==> src/core/sosc_pkg.sv <==
// constants for the safety output and start-up control block
// assumes one 40 MHz clock and a plain strobe register port
package sosc_pkg;

    localparam int unsigned CLK_HZ      = 40_000_000;
    localparam int unsigned MS_PER_S    = 1000;
    localparam int unsigned TICK_CYCLES = CLK_HZ / MS_PER_S;
    localparam int unsigned RST_MIN_MS  = 120;
    localparam int unsigned RST_MAX_MS  = 4000;
    localparam int unsigned MS_CNT_W    = 13;

    localparam int unsigned NUM_BANKS   = 4;
    localparam int unsigned BANK_W      = 2;
    localparam int unsigned PAIR_W      = 4;
    localparam int unsigned ADDR_W      = 8;

    // register byte addresses
    localparam logic [7:0] ADDR_CTRL    = 8'h00;
    localparam logic [7:0] ADDR_OUTMAP  = 8'h04;
    localparam logic [7:0] ADDR_STATUS  = 8'h08;
    localparam logic [7:0] ADDR_MASK    = 8'h0C;
    localparam logic [7:0] ADDR_STATE   = 8'h10;
    localparam logic [7:0] ADDR_BANK0   = 8'h20;

    // control fields
    localparam int unsigned CTRL_FOUR_BIT  = 0;
    localparam int unsigned CTRL_BANK_LSB  = 1;

    // output map fields, two bits each
    localparam int unsigned MAP_NSO_LSB  = 0;
    localparam int unsigned MAP_A1_LSB   = 2;
    localparam int unsigned MAP_GIO_LSB  = 4;
    localparam logic [5:0]  OUTMAP_RST   = 6'h39;

    // bank fields
    localparam int unsigned BK_RESOL_LSB   = 0;
    localparam int unsigned BK_MODE_LSB    = 3;
    localparam int unsigned BK_RESP_LSB    = 8;
    localparam int unsigned BK_SPEED_LSB   = 16;
    localparam logic [2:0]  RESOL_CODE_MAX = 3'h5;
    localparam logic [2:0]  RESOL_RST      = 3'h0;
    localparam logic [7:0]  RESP_MS_RST  = 8'h3C;
    localparam logic [7:0]  SPEED_RST    = 8'h00;

    // status bits
    localparam int unsigned NUM_EV      = 4;
    localparam int unsigned EV_TRIP     = 0;
    localparam int unsigned EV_RST_OK   = 1;
    localparam int unsigned EV_RST_BAD  = 2;
    localparam int unsigned EV_B_VIOL   = 3;

    // logic signal sources for the general outputs
    localparam logic [1:0] SRC_NONE    = 2'h0;
    localparam logic [1:0] SRC_B_CLEAR = 2'h1;
    localparam logic [1:0] SRC_A_WF    = 2'h2;
    localparam logic [1:0] SRC_B_WF    = 2'h3;

    typedef enum logic [1:0] {
        MODE_AUTO      = 2'h0,
        MODE_START_LCK = 2'h1,
        MODE_FULL_LCK  = 2'h2
    } sosc_mode_type;

    typedef enum logic [1:0] {
        ST_START,
        ST_RUN,
        ST_LOCK
    } sosc_state_type;

endpackage

==> src/core/sosc_tick_div.sv <==
// divider giving a one-cycle enable pulse every DIV clocks
// assumes synchronous active-low reset
`timescale 1ns/1ps
module sosc_tick_div #(
    parameter int unsigned DIV = 40000
) (
    input  wire logic clk,    // device clock
    input  wire logic rst_n,  // sync reset, active low
    output logic      tick    // one-cycle enable
);
    localparam int unsigned CW = $clog2(DIV + 1);

    logic [CW-1:0] cnt_q;

    always_ff @(posedge clk) begin
        if (!rst_n) begin
            cnt_q <= '0;
            tick  <= 1'b0;
        end else if (cnt_q == CW'(DIV - 1)) begin
            cnt_q <= '0;
            tick  <= 1'b1;
        end else begin
            cnt_q <= cnt_q + 1'b1;
            tick  <= 1'b0;
        end
    end
endmodule // sosc_tick_div

==> src/core/sosc_reset_qual.sv <==
// reset button press-width qualifier, judged at release
// assumes button input synchronous and a millisecond tick
`timescale 1ns/1ps
module sosc_reset_qual
    import sosc_pkg::*;
#(
    parameter int unsigned MIN_MS = RST_MIN_MS,
    parameter int unsigned MAX_MS = RST_MAX_MS
) (
    input  wire logic clk,      // device clock
    input  wire logic rst_n,    // sync reset, active low
    input  wire logic tick_ms,  // millisecond enable
    input  wire logic button,   // reset button, high while pressed
    output logic      valid,    // pulse: release after valid hold
    output logic      invalid   // pulse: release after bad hold
);
    logic [MS_CNT_W-1:0] held_q;
    logic                btn_q;

    always_ff @(posedge clk) begin
        if (!rst_n) begin
            btn_q <= 1'b0;
        end else begin
            btn_q <= button;
        end
    end

    // saturating hold counter
    always_ff @(posedge clk) begin
        if (!rst_n || !button) begin
            held_q <= '0;
        end else if (tick_ms && held_q <= MS_CNT_W'(MAX_MS)) begin
            held_q <= held_q + 1'b1;
        end
    end

    always_ff @(posedge clk) begin
        if (!rst_n) begin
            valid   <= 1'b0;
            invalid <= 1'b0;
        end else begin
            valid   <= btn_q && !button && held_q >= MS_CNT_W'(MIN_MS)
                       && held_q <= MS_CNT_W'(MAX_MS);
            invalid <= btn_q && !button && (held_q < MS_CNT_W'(MIN_MS)
                       || held_q > MS_CNT_W'(MAX_MS));
        end
    end
endmodule // sosc_reset_qual

==> src/core/sosc_top.sv <==
// safety output and start-up control with register port
// assumes field flags and reset button synchronous to clk
//
// Overview of operation
// - first function violation switches safety outputs off
// - second function violation raises non-safe clear only
// - four field mode gives per-function warning indications
// - output signal mapping set by register
// - resolution per bank, six allowed values
// - maximum vehicle speed held per bank
// - outputs off within response time of violation
// - start-up behaviour selected per bank
// - automatic mode: no reset needed ever
// - start interlock: off after power until reset
// - start interlock: auto restart when field clears
// - restart interlock: stays off until valid reset
// - restart interlock also blocks power-up start
// - four field mode selects matching pairs together
`timescale 1ns/1ps
module sosc_top
    import sosc_pkg::*;
#(
    parameter int unsigned TICK_DIV = TICK_CYCLES
) (
    input  wire logic              clk,           // 40 MHz clock
    input  wire logic              rst_n,         // sync reset, active low
    input  wire logic              pf_a_viol,     // first protective field violated
    input  wire logic              pf_b_viol,     // second protective field violated
    input  wire logic              wf_a_viol,     // first warning field violated
    input  wire logic              wf_b_viol,     // second warning field violated
    input  wire logic              reset_button,  // operator reset, high pressed
    input  wire logic [PAIR_W-1:0] pair_sel,      // field pair chosen by control
    input  wire logic [ADDR_W-1:0] reg_addr,      // register byte address
    input  wire logic [31:0]       reg_wdata,     // register write data
    input  wire logic              reg_wr,        // write strobe
    input  wire logic              reg_rd,        // read strobe
    output logic [31:0]            reg_rdata,     // read data, cycle after strobe
    output logic                   safety_outputs_first_function, // safety output
    output logic                   non_safe_signal_output,        // mapped output
    output logic                   aux_output_a1,                 // mapped output
    output logic                   general_io_output_one,         // mapped output
    output logic                   first_warning_violation_ind,   // warning ind A
    output logic                   second_warning_violation_ind,  // warning ind B
    output logic [PAIR_W-1:0]      pair_first_q,  // pair monitored, first function
    output logic [PAIR_W-1:0]      pair_second_q, // pair monitored, second function
    output logic                   irq            // interrupt, level
);

    ////////////////////////////////////////////////////////////////////////////
    // helpers

    function automatic logic pick_src(input logic [1:0] src, input logic b_clr,
                                      input logic a_wf, input logic b_wf);
        case (src)
            SRC_B_CLEAR: pick_src = b_clr;
            SRC_A_WF:    pick_src = a_wf;
            SRC_B_WF:    pick_src = b_wf;
            default:     pick_src = 1'b0;
        endcase
    endfunction

    function automatic logic is_addr(input logic [ADDR_W-1:0] a,
                                     input logic [7:0] ref_a);
        is_addr = (a == ADDR_W'(ref_a));
    endfunction

    ////////////////////////////////////////////////////////////////////////////
    // registers

    logic                 four_field_q;
    logic [BANK_W-1:0]    bank_act_q;
    logic [5:0]           outmap_q;
    logic [NUM_EV-1:0]    status_q;
    logic [NUM_EV-1:0]    mask_q;
    logic [2:0]           resol_q [NUM_BANKS];
    sosc_mode_type        mode_q  [NUM_BANKS];
    logic [7:0]           resp_q  [NUM_BANKS];
    logic [7:0]           speed_q [NUM_BANKS];
    sosc_state_type       state_q;
    sosc_state_type       state_d;
    logic                 tick_ms;
    logic                 rst_valid;
    logic                 rst_invalid;
    logic                 pf_a_q;
    logic                 pf_b_q;
    logic [NUM_EV-1:0]    ev_set;
    logic                 bank_hit;
    logic [BANK_W-1:0]    bank_idx;
    sosc_mode_type        mode_act;
    logic                 b_clear;
    logic                 a_wf_ind;
    logic                 b_wf_ind;

    assign bank_idx = reg_addr[BANK_W+1:2];
    assign bank_hit = reg_addr[ADDR_W-1:BANK_W+2] == ADDR_BANK0[ADDR_W-1:BANK_W+2];

    always_ff @(posedge clk) begin
        if (!rst_n) begin
            four_field_q <= 1'b0;
            bank_act_q   <= '0;
            outmap_q     <= OUTMAP_RST;
            mask_q       <= '0;
        end else if (reg_wr) begin
            if (is_addr(reg_addr, ADDR_CTRL)) begin
                four_field_q <= reg_wdata[CTRL_FOUR_BIT];
                bank_act_q   <= reg_wdata[CTRL_BANK_LSB +: BANK_W];
            end
            if (is_addr(reg_addr, ADDR_OUTMAP)) begin
                outmap_q <= reg_wdata[5:0];
            end
            if (is_addr(reg_addr, ADDR_MASK)) begin
                mask_q <= reg_wdata[NUM_EV-1:0];
            end
        end
    end

    // per-bank settings; bad resolution or mode codes leave the bank as it was
    always_ff @(posedge clk) begin
        if (!rst_n) begin
            for (int b = 0; b < NUM_BANKS; b++) begin
                resol_q[b] <= RESOL_RST;
                mode_q[b]  <= MODE_FULL_LCK;
                resp_q[b]  <= RESP_MS_RST;
                speed_q[b] <= SPEED_RST;
            end
        end else if (reg_wr && bank_hit
                     && reg_wdata[BK_RESOL_LSB +: 3] <= RESOL_CODE_MAX
                     && reg_wdata[BK_MODE_LSB +: 2] <= MODE_FULL_LCK) begin
            resol_q[bank_idx] <= reg_wdata[BK_RESOL_LSB +: 3];
            mode_q[bank_idx]  <= sosc_mode_type'(reg_wdata[BK_MODE_LSB +: 2]);
            resp_q[bank_idx]  <= reg_wdata[BK_RESP_LSB +: 8];
            speed_q[bank_idx] <= reg_wdata[BK_SPEED_LSB +: 8];
        end
    end

    // status: set wins over write-one-to-clear
    always_ff @(posedge clk) begin
        if (!rst_n) begin
            status_q <= '0;
        end else if (reg_wr && is_addr(reg_addr, ADDR_STATUS)) begin
            status_q <= (status_q & ~reg_wdata[NUM_EV-1:0]) | ev_set;
        end else begin
            status_q <= status_q | ev_set;
        end
    end

    assign irq = |(status_q & mask_q);

    always_ff @(posedge clk) begin
        if (!rst_n) begin
            reg_rdata <= '0;
        end else if (!reg_rd) begin
            reg_rdata <= '0;
        end else if (is_addr(reg_addr, ADDR_CTRL)) begin
            reg_rdata <= {29'h0, bank_act_q, four_field_q};
        end else if (is_addr(reg_addr, ADDR_OUTMAP)) begin
            reg_rdata <= {26'h0, outmap_q};
        end else if (is_addr(reg_addr, ADDR_STATUS)) begin
            reg_rdata <= {28'h0, status_q};
        end else if (is_addr(reg_addr, ADDR_MASK)) begin
            reg_rdata <= {28'h0, mask_q};
        end else if (is_addr(reg_addr, ADDR_STATE)) begin
            reg_rdata <= {24'h0, pair_first_q, 1'b0,
                          safety_outputs_first_function, state_q};
        end else if (bank_hit) begin
            reg_rdata <= {8'h0, speed_q[bank_idx], resp_q[bank_idx],
                          3'h0, mode_q[bank_idx], resol_q[bank_idx]};
        end else begin
            reg_rdata <= '0;
        end
    end

    ////////////////////////////////////////////////////////////////////////////
    // reset button qualification

    sosc_tick_div #(
        .DIV (TICK_DIV)
    ) u_tick (
        .clk   (clk),
        .rst_n (rst_n),
        .tick  (tick_ms)
    );

    sosc_reset_qual u_rq (
        .clk     (clk),
        .rst_n   (rst_n),
        .tick_ms (tick_ms),
        .button  (reset_button),
        .valid   (rst_valid),
        .invalid (rst_invalid)
    );

    ////////////////////////////////////////////////////////////////////////////
    // start-up state machine

    assign mode_act = mode_q[bank_act_q];

    always_comb begin
        state_d = state_q;
        case (state_q)
            ST_START: begin
                if (mode_act == MODE_AUTO) begin
                    state_d = ST_RUN;
                end else if (rst_valid && !pf_a_viol) begin
                    state_d = ST_RUN;
                end
            end
            ST_RUN: begin
                if (pf_a_viol && mode_act == MODE_FULL_LCK) begin
                    state_d = ST_LOCK;
                end
            end
            ST_LOCK: begin
                if (mode_act == MODE_AUTO) begin
                    state_d = ST_RUN;
                end else if (rst_valid && !pf_a_viol) begin
                    state_d = ST_RUN;
                end
            end
            default: state_d = ST_START;
        endcase
    end

    always_ff @(posedge clk) begin
        if (!rst_n) begin
            state_q <= ST_START;
        end else begin
            state_q <= state_d;
        end
    end

    // off on the cycle after violation, far inside any response time
    always_ff @(posedge clk) begin
        if (!rst_n) begin
            safety_outputs_first_function <= 1'b0;
        end else begin
            safety_outputs_first_function <= (state_d == ST_RUN)
                                             && !pf_a_viol;
        end
    end

    ////////////////////////////////////////////////////////////////////////////
    // indications and mapped outputs

    assign b_clear  = pf_b_viol;
    assign a_wf_ind = four_field_q && wf_a_viol;
    assign b_wf_ind = four_field_q && wf_b_viol;

    always_ff @(posedge clk) begin
        if (!rst_n) begin
            non_safe_signal_output       <= 1'b0;
            aux_output_a1                <= 1'b0;
            general_io_output_one        <= 1'b0;
            first_warning_violation_ind  <= 1'b0;
            second_warning_violation_ind <= 1'b0;
        end else begin
            non_safe_signal_output <= pick_src(outmap_q[MAP_NSO_LSB +: 2],
                                               b_clear, a_wf_ind, b_wf_ind);
            aux_output_a1          <= pick_src(outmap_q[MAP_A1_LSB +: 2],
                                               b_clear, a_wf_ind, b_wf_ind);
            general_io_output_one  <= pick_src(outmap_q[MAP_GIO_LSB +: 2],
                                               b_clear, a_wf_ind, b_wf_ind);
            first_warning_violation_ind  <= a_wf_ind;
            second_warning_violation_ind <= b_wf_ind;
        end
    end

    // first function follows the pair number; second follows it only in four field mode, else zero
    always_ff @(posedge clk) begin
        if (!rst_n) begin
            pair_first_q  <= '0;
            pair_second_q <= '0;
        end else begin
            pair_first_q  <= pair_sel;
            pair_second_q <= four_field_q ? pair_sel : '0;
        end
    end

    ////////////////////////////////////////////////////////////////////////////
    // events

    always_ff @(posedge clk) begin
        if (!rst_n) begin
            pf_a_q <= 1'b0;
            pf_b_q <= 1'b0;
        end else begin
            pf_a_q <= pf_a_viol;
            pf_b_q <= pf_b_viol;
        end
    end

    always_comb begin
        ev_set             = '0;
        ev_set[EV_TRIP]    = pf_a_viol && !pf_a_q;
        ev_set[EV_RST_OK]  = rst_valid && !pf_a_viol && state_q != ST_RUN;
        ev_set[EV_RST_BAD] = rst_invalid || (rst_valid && pf_a_viol);
        ev_set[EV_B_VIOL]  = pf_b_viol && !pf_b_q;
    end

endmodule // sosc_top

==> config.mk <==
export PLATFORM = sky130hd
export DESIGN_NAME = sosc_top
export DESIGN_NICKNAME = d
export VERILOG_FILES = /design/src/core/sosc_pkg.sv /design/src/core/sosc_tick_div.sv /design/src/core/sosc_reset_qual.sv /design/src/core/sosc_top.sv
export SDC_FILE = /design/constraint.sdc
export NUM_CORES = 1
export LEC_CHECK = 0
export ABC_AREA = 0
export BUFFER_PORTS_ARGS = -buffer_cell sky130_fd_sc_hd__buf_2
export CAP_MARGIN = 20
export CORE_ASPECT_RATIO = 0.9
export CORE_UTILIZATION = 60
export CTS_BUF_LIST = sky130_fd_sc_hd__clkbuf_8
export DETAILED_ROUTE_END_ITERATION = 8
export PLACE_DENSITY = 0.92
export RECOVER_POWER = 50
export SLEW_MARGIN = 0
export SYNTH_ARGS = -nofsm -noshare
export SYNTH_HDL_FRONTEND = slang
export SYNTH_HIERARCHICAL = 1
export SYNTH_SLANG_ARGS = --single-unit
export TNS_END_PERCENT = 20
==> constraint.sdc <==
create_clock -name clk -period 6.84 [get_ports clk]
set_input_delay 1.026 -clock clk [delete_from_list [all_inputs] [get_ports clk]]
set_output_delay 1.026 -clock clk [all_outputs]
set_load 0.01 [all_outputs]
==> flow_summary.yaml <==
outcome:
  run_status: "complete, but fails checks"
  violations: "max-capacitance violations, max-slew violations"
yosys:
  synth.cell_area_um2: 7660
  synthesis.instances: 649
  ys.flop_type: "dfxtp_1"
  post_synth_main_area_contributors: "edfxtp_1, dfxtp_1, mux4_2, and3_1, nand2_1"
  yosys.cell_count.top_type: "dfxtp_1"
  synth-seq-cells: 178
  yosys.area.top_type_share: 0.329
  avg_cell_area_syn_um2: 11.8
  synth-async-reset-ratio: 0
  seq_area_frac_synth: 0.575
  yosysWarningCount: 6
  number_of_enable_flip_flop_cells_after_synthesis: 84
  library_cell_occupying_the_most_area_in_the_post_synthesis_netlist: "edfxtp_1"
  synthTopCellsByCount: "dfxtp_1, edfxtp_1, and3_1, nand2_1, nor2_1"
  yosysUniqueCellTypes: 69
die:
  die_area_um2: 13200
  start_util: 0.624
  num_rows: 38
  core_um2: 12300
  die_h_um: 109
  boundaryPins: 100
  floorplan_die_width_um: 121
drt:
  drt_pre_antenna_iters: 5
  routedWlPerCell_um: 18.5
  vias_per_cell: 6.08
  drt-initial-drc-count: 487
  final_antenna_net_count: 0
  count_of_vias_placed_by_the_detailed_router: 5436
  route.final.wire_length_mm: 16.5
  post-route-drc-count: 0
sta:
  timing_max_transition_violations_final: 61
  min_period_ns: 3.97
  setup_total_negative_slack_ns: 0
  rsz0062_at_grt: "no"
  finClkSkew_ns: 0.00930
  relSlewSlack: -0.234
  tightest_slew_ns: 1.85
  final.period_utilization: 0.581
  report.final.hold_viol_count: 0
  setup_viol: 0
  fmax_mhz: 252
setup_path:
  startpoint_class_of_the_critical_path: "input port"
  path_class: "input port to register"
  timing.critical_path.fanout_max: 23
  cp-end-kind: "register"
  r2r_slack_ns: 4.25
  rr_endpoint: "u_tick/cnt_q[9]"
  crit_arrival_ns: 4.05
  critical_path.reg2reg.startpoint: "u_tick/cnt_q[7]"
  worstRegToRegCells: 3
  cp.required_ns: 6.91
  setup.worst_path.start: "reg_addr[4]"
hold_path:
  min_path_cells: 1
  min_to: "u_tick/cnt_q[0]"
  hold_class: "register to register"
  timing.hold.worst.start: "u_tick/cnt_q[0]"
pwr:
  ir_drop_v: 0.000114
  leakage_nw: 3.27
  power-per-cell-area_nw_per_um2: 242
  design_power_total_w: 0.00205
clock_tree:
  tritoncts_clock_tree: "yes"
  h-tree-depth: 4
  clock_latency_on_the_worst_skew_pair_ns: 0.46
  clkTransAtPathRegs_ns: 0.08
  clock-sinks: 178
  post_cts_resize_count: 0
  clock_tree.root_cell: "clkbuf_8"
  postCtsSetupRepairBufs: 0
  cts_hold_buf: 0
  clock_path_buffers: 2
  numCtsBuffers: 17
finish:
  num-nets-final: 777
  syn2layout_area_growth_pct: 10.7
  post_route_cells_drive_above_1_share: 0.170
  antenna_cells_inserted: 0
global_routing:
  grt_antenna_before_repair: 1
  globalRouteOverflowTotal: 0
  grt_max_degree: 65
  first_global_vias: 5434
  groute.usage.overall: 0.261
  grt_pass1_wl_mm: 25.9
place:
  port_buffers: 81
  gp_routability_congestion: 0.892
  dp_hpwl_mm: 10.7
run:
  cap_violations: 2
layout by cell type (no fill, tap or decap), types with 4 or more instances in the layout:
| cell type | count |
|---|---|
| a21o_1 | 4 |
| xor2_1 | 4 |
| nor3_1 | 4 |
| inv_1 | 19 |
| nand2b_1 | 7 |
| nand2_1 | 48 |
| clkbuf_8 | 18 |
| and3_1 | 78 |
| buf_2 | 40 |
| buf_4 | 6 |
| o21ai_0 | 12 |
| mux4_2 | 24 |
| and2_0 | 4 |
| and2_1 | 18 |
| nand4_1 | 4 |
| nor2_1 | 40 |
| a21oi_1 | 17 |
| nand3_1 | 14 |
| or2_2 | 7 |
| a22oi_1 | 6 |
| xnor2_1 | 8 |
| dfxtp_1 | 94 |
| edfxtp_1 | 84 |
| nor4_1 | 7 |
| mux2i_1 | 17 |
| or3_1 | 17 |
| nor2b_1 | 5 |
| conb_1 | 8 |
| clkbuf_1 | 44 |
cell type report:
class	instances	area, µm²
Clock buffer	18	248
Sequential cell	178	4400
Multi-Input combinational cell	415	2970
Fill cell	834	3790
Inverter	19	71.3
Clock inverter	14	178
Tap cell	160	200
Timing Repair Buffer	90	410
worst max-delay path by stage:
stage                   endpoint  slack [ns]  depth (start not counted)
finish              resp_q[0][1]        2.87                          6
global route        resp_q[2][1]        2.57                          6
CTS                  outmap_q[0]        3.91                          5
detailed placement   outmap_q[5]        3.44                          5
global placement     outmap_q[5]        3.46                          5
floorplan           mode_q[2][0]        3.08                          4
flip-flops by register name, indices dropped and copies added, names as in the netlist, 4 cells and up, named ones only:
name	count
status_q	4
resol_q	12
u_rq/held_q	13
resp_q	32
u_tick/cnt_q	16
outmap_q	6
pair_second_q	4
mask_q	4
reg_rdata	24
pair_first_q	4
mode_q	8
speed_q	32
power breakdown:
group	internal, W	switching [W]	total [W]
Clock	0.000378	0.000390	0.000767
Combinational	0.0000467	0.0000752	0.000122
Sequential	0.00115	0.0000143	0.00116
Total	0.00157	0.000479	0.00205
layer usage:
metal  global-route usage  vias up  wire length (µm)
met1                0.291     2599              6210
met5                    0        -                 0
met3               0.0764       47              1360
met2                0.468      273              8530
met4                0.107        0               436
li1                     -     2517                 -
logic make-up (layout without fill, tap and decap cells):
logic type | Yosys count | after routing | synth area share
simple gates | 277 | 277 | 0.208
flops | 178 | 178 | 0.575
compound gates | 72 | 72 | 0.0650
buf+inv | 63 | 141 | 0.0374
mux | 43 | 43 | 0.0957
xor+xnor | 12 | 12 | 0.0137
fa+ha+maj | 3 | 3 | 0.00490
other cells | 1 | 8 | 0.000490
metrics by stage:
step	hold WS (ns)	cells	util	area, µm²	setup WS, ns
after global routing	0.507	894	0.691	8480	2.57
after global placement	0.446	861	0.665	8150	3.46
final	0.476	894	0.691	8480	2.87
after CTS	0.484	893	0.699	8580	3.91
after floorplan	0.436	656	-	7690	3.08
after detailed placement	0.463	861	0.665	8150	3.44
worst max-delay path, cell delays in order:
cell and delay [ns]:
clkbuf_1 0.21, nor4b_1 0.30, clkbuf_1 0.78, nand3_1 0.44, o21ai_0 0.27, clkbuf_1 1.00
Note: power is estimated with default switching activity, not from simulation.
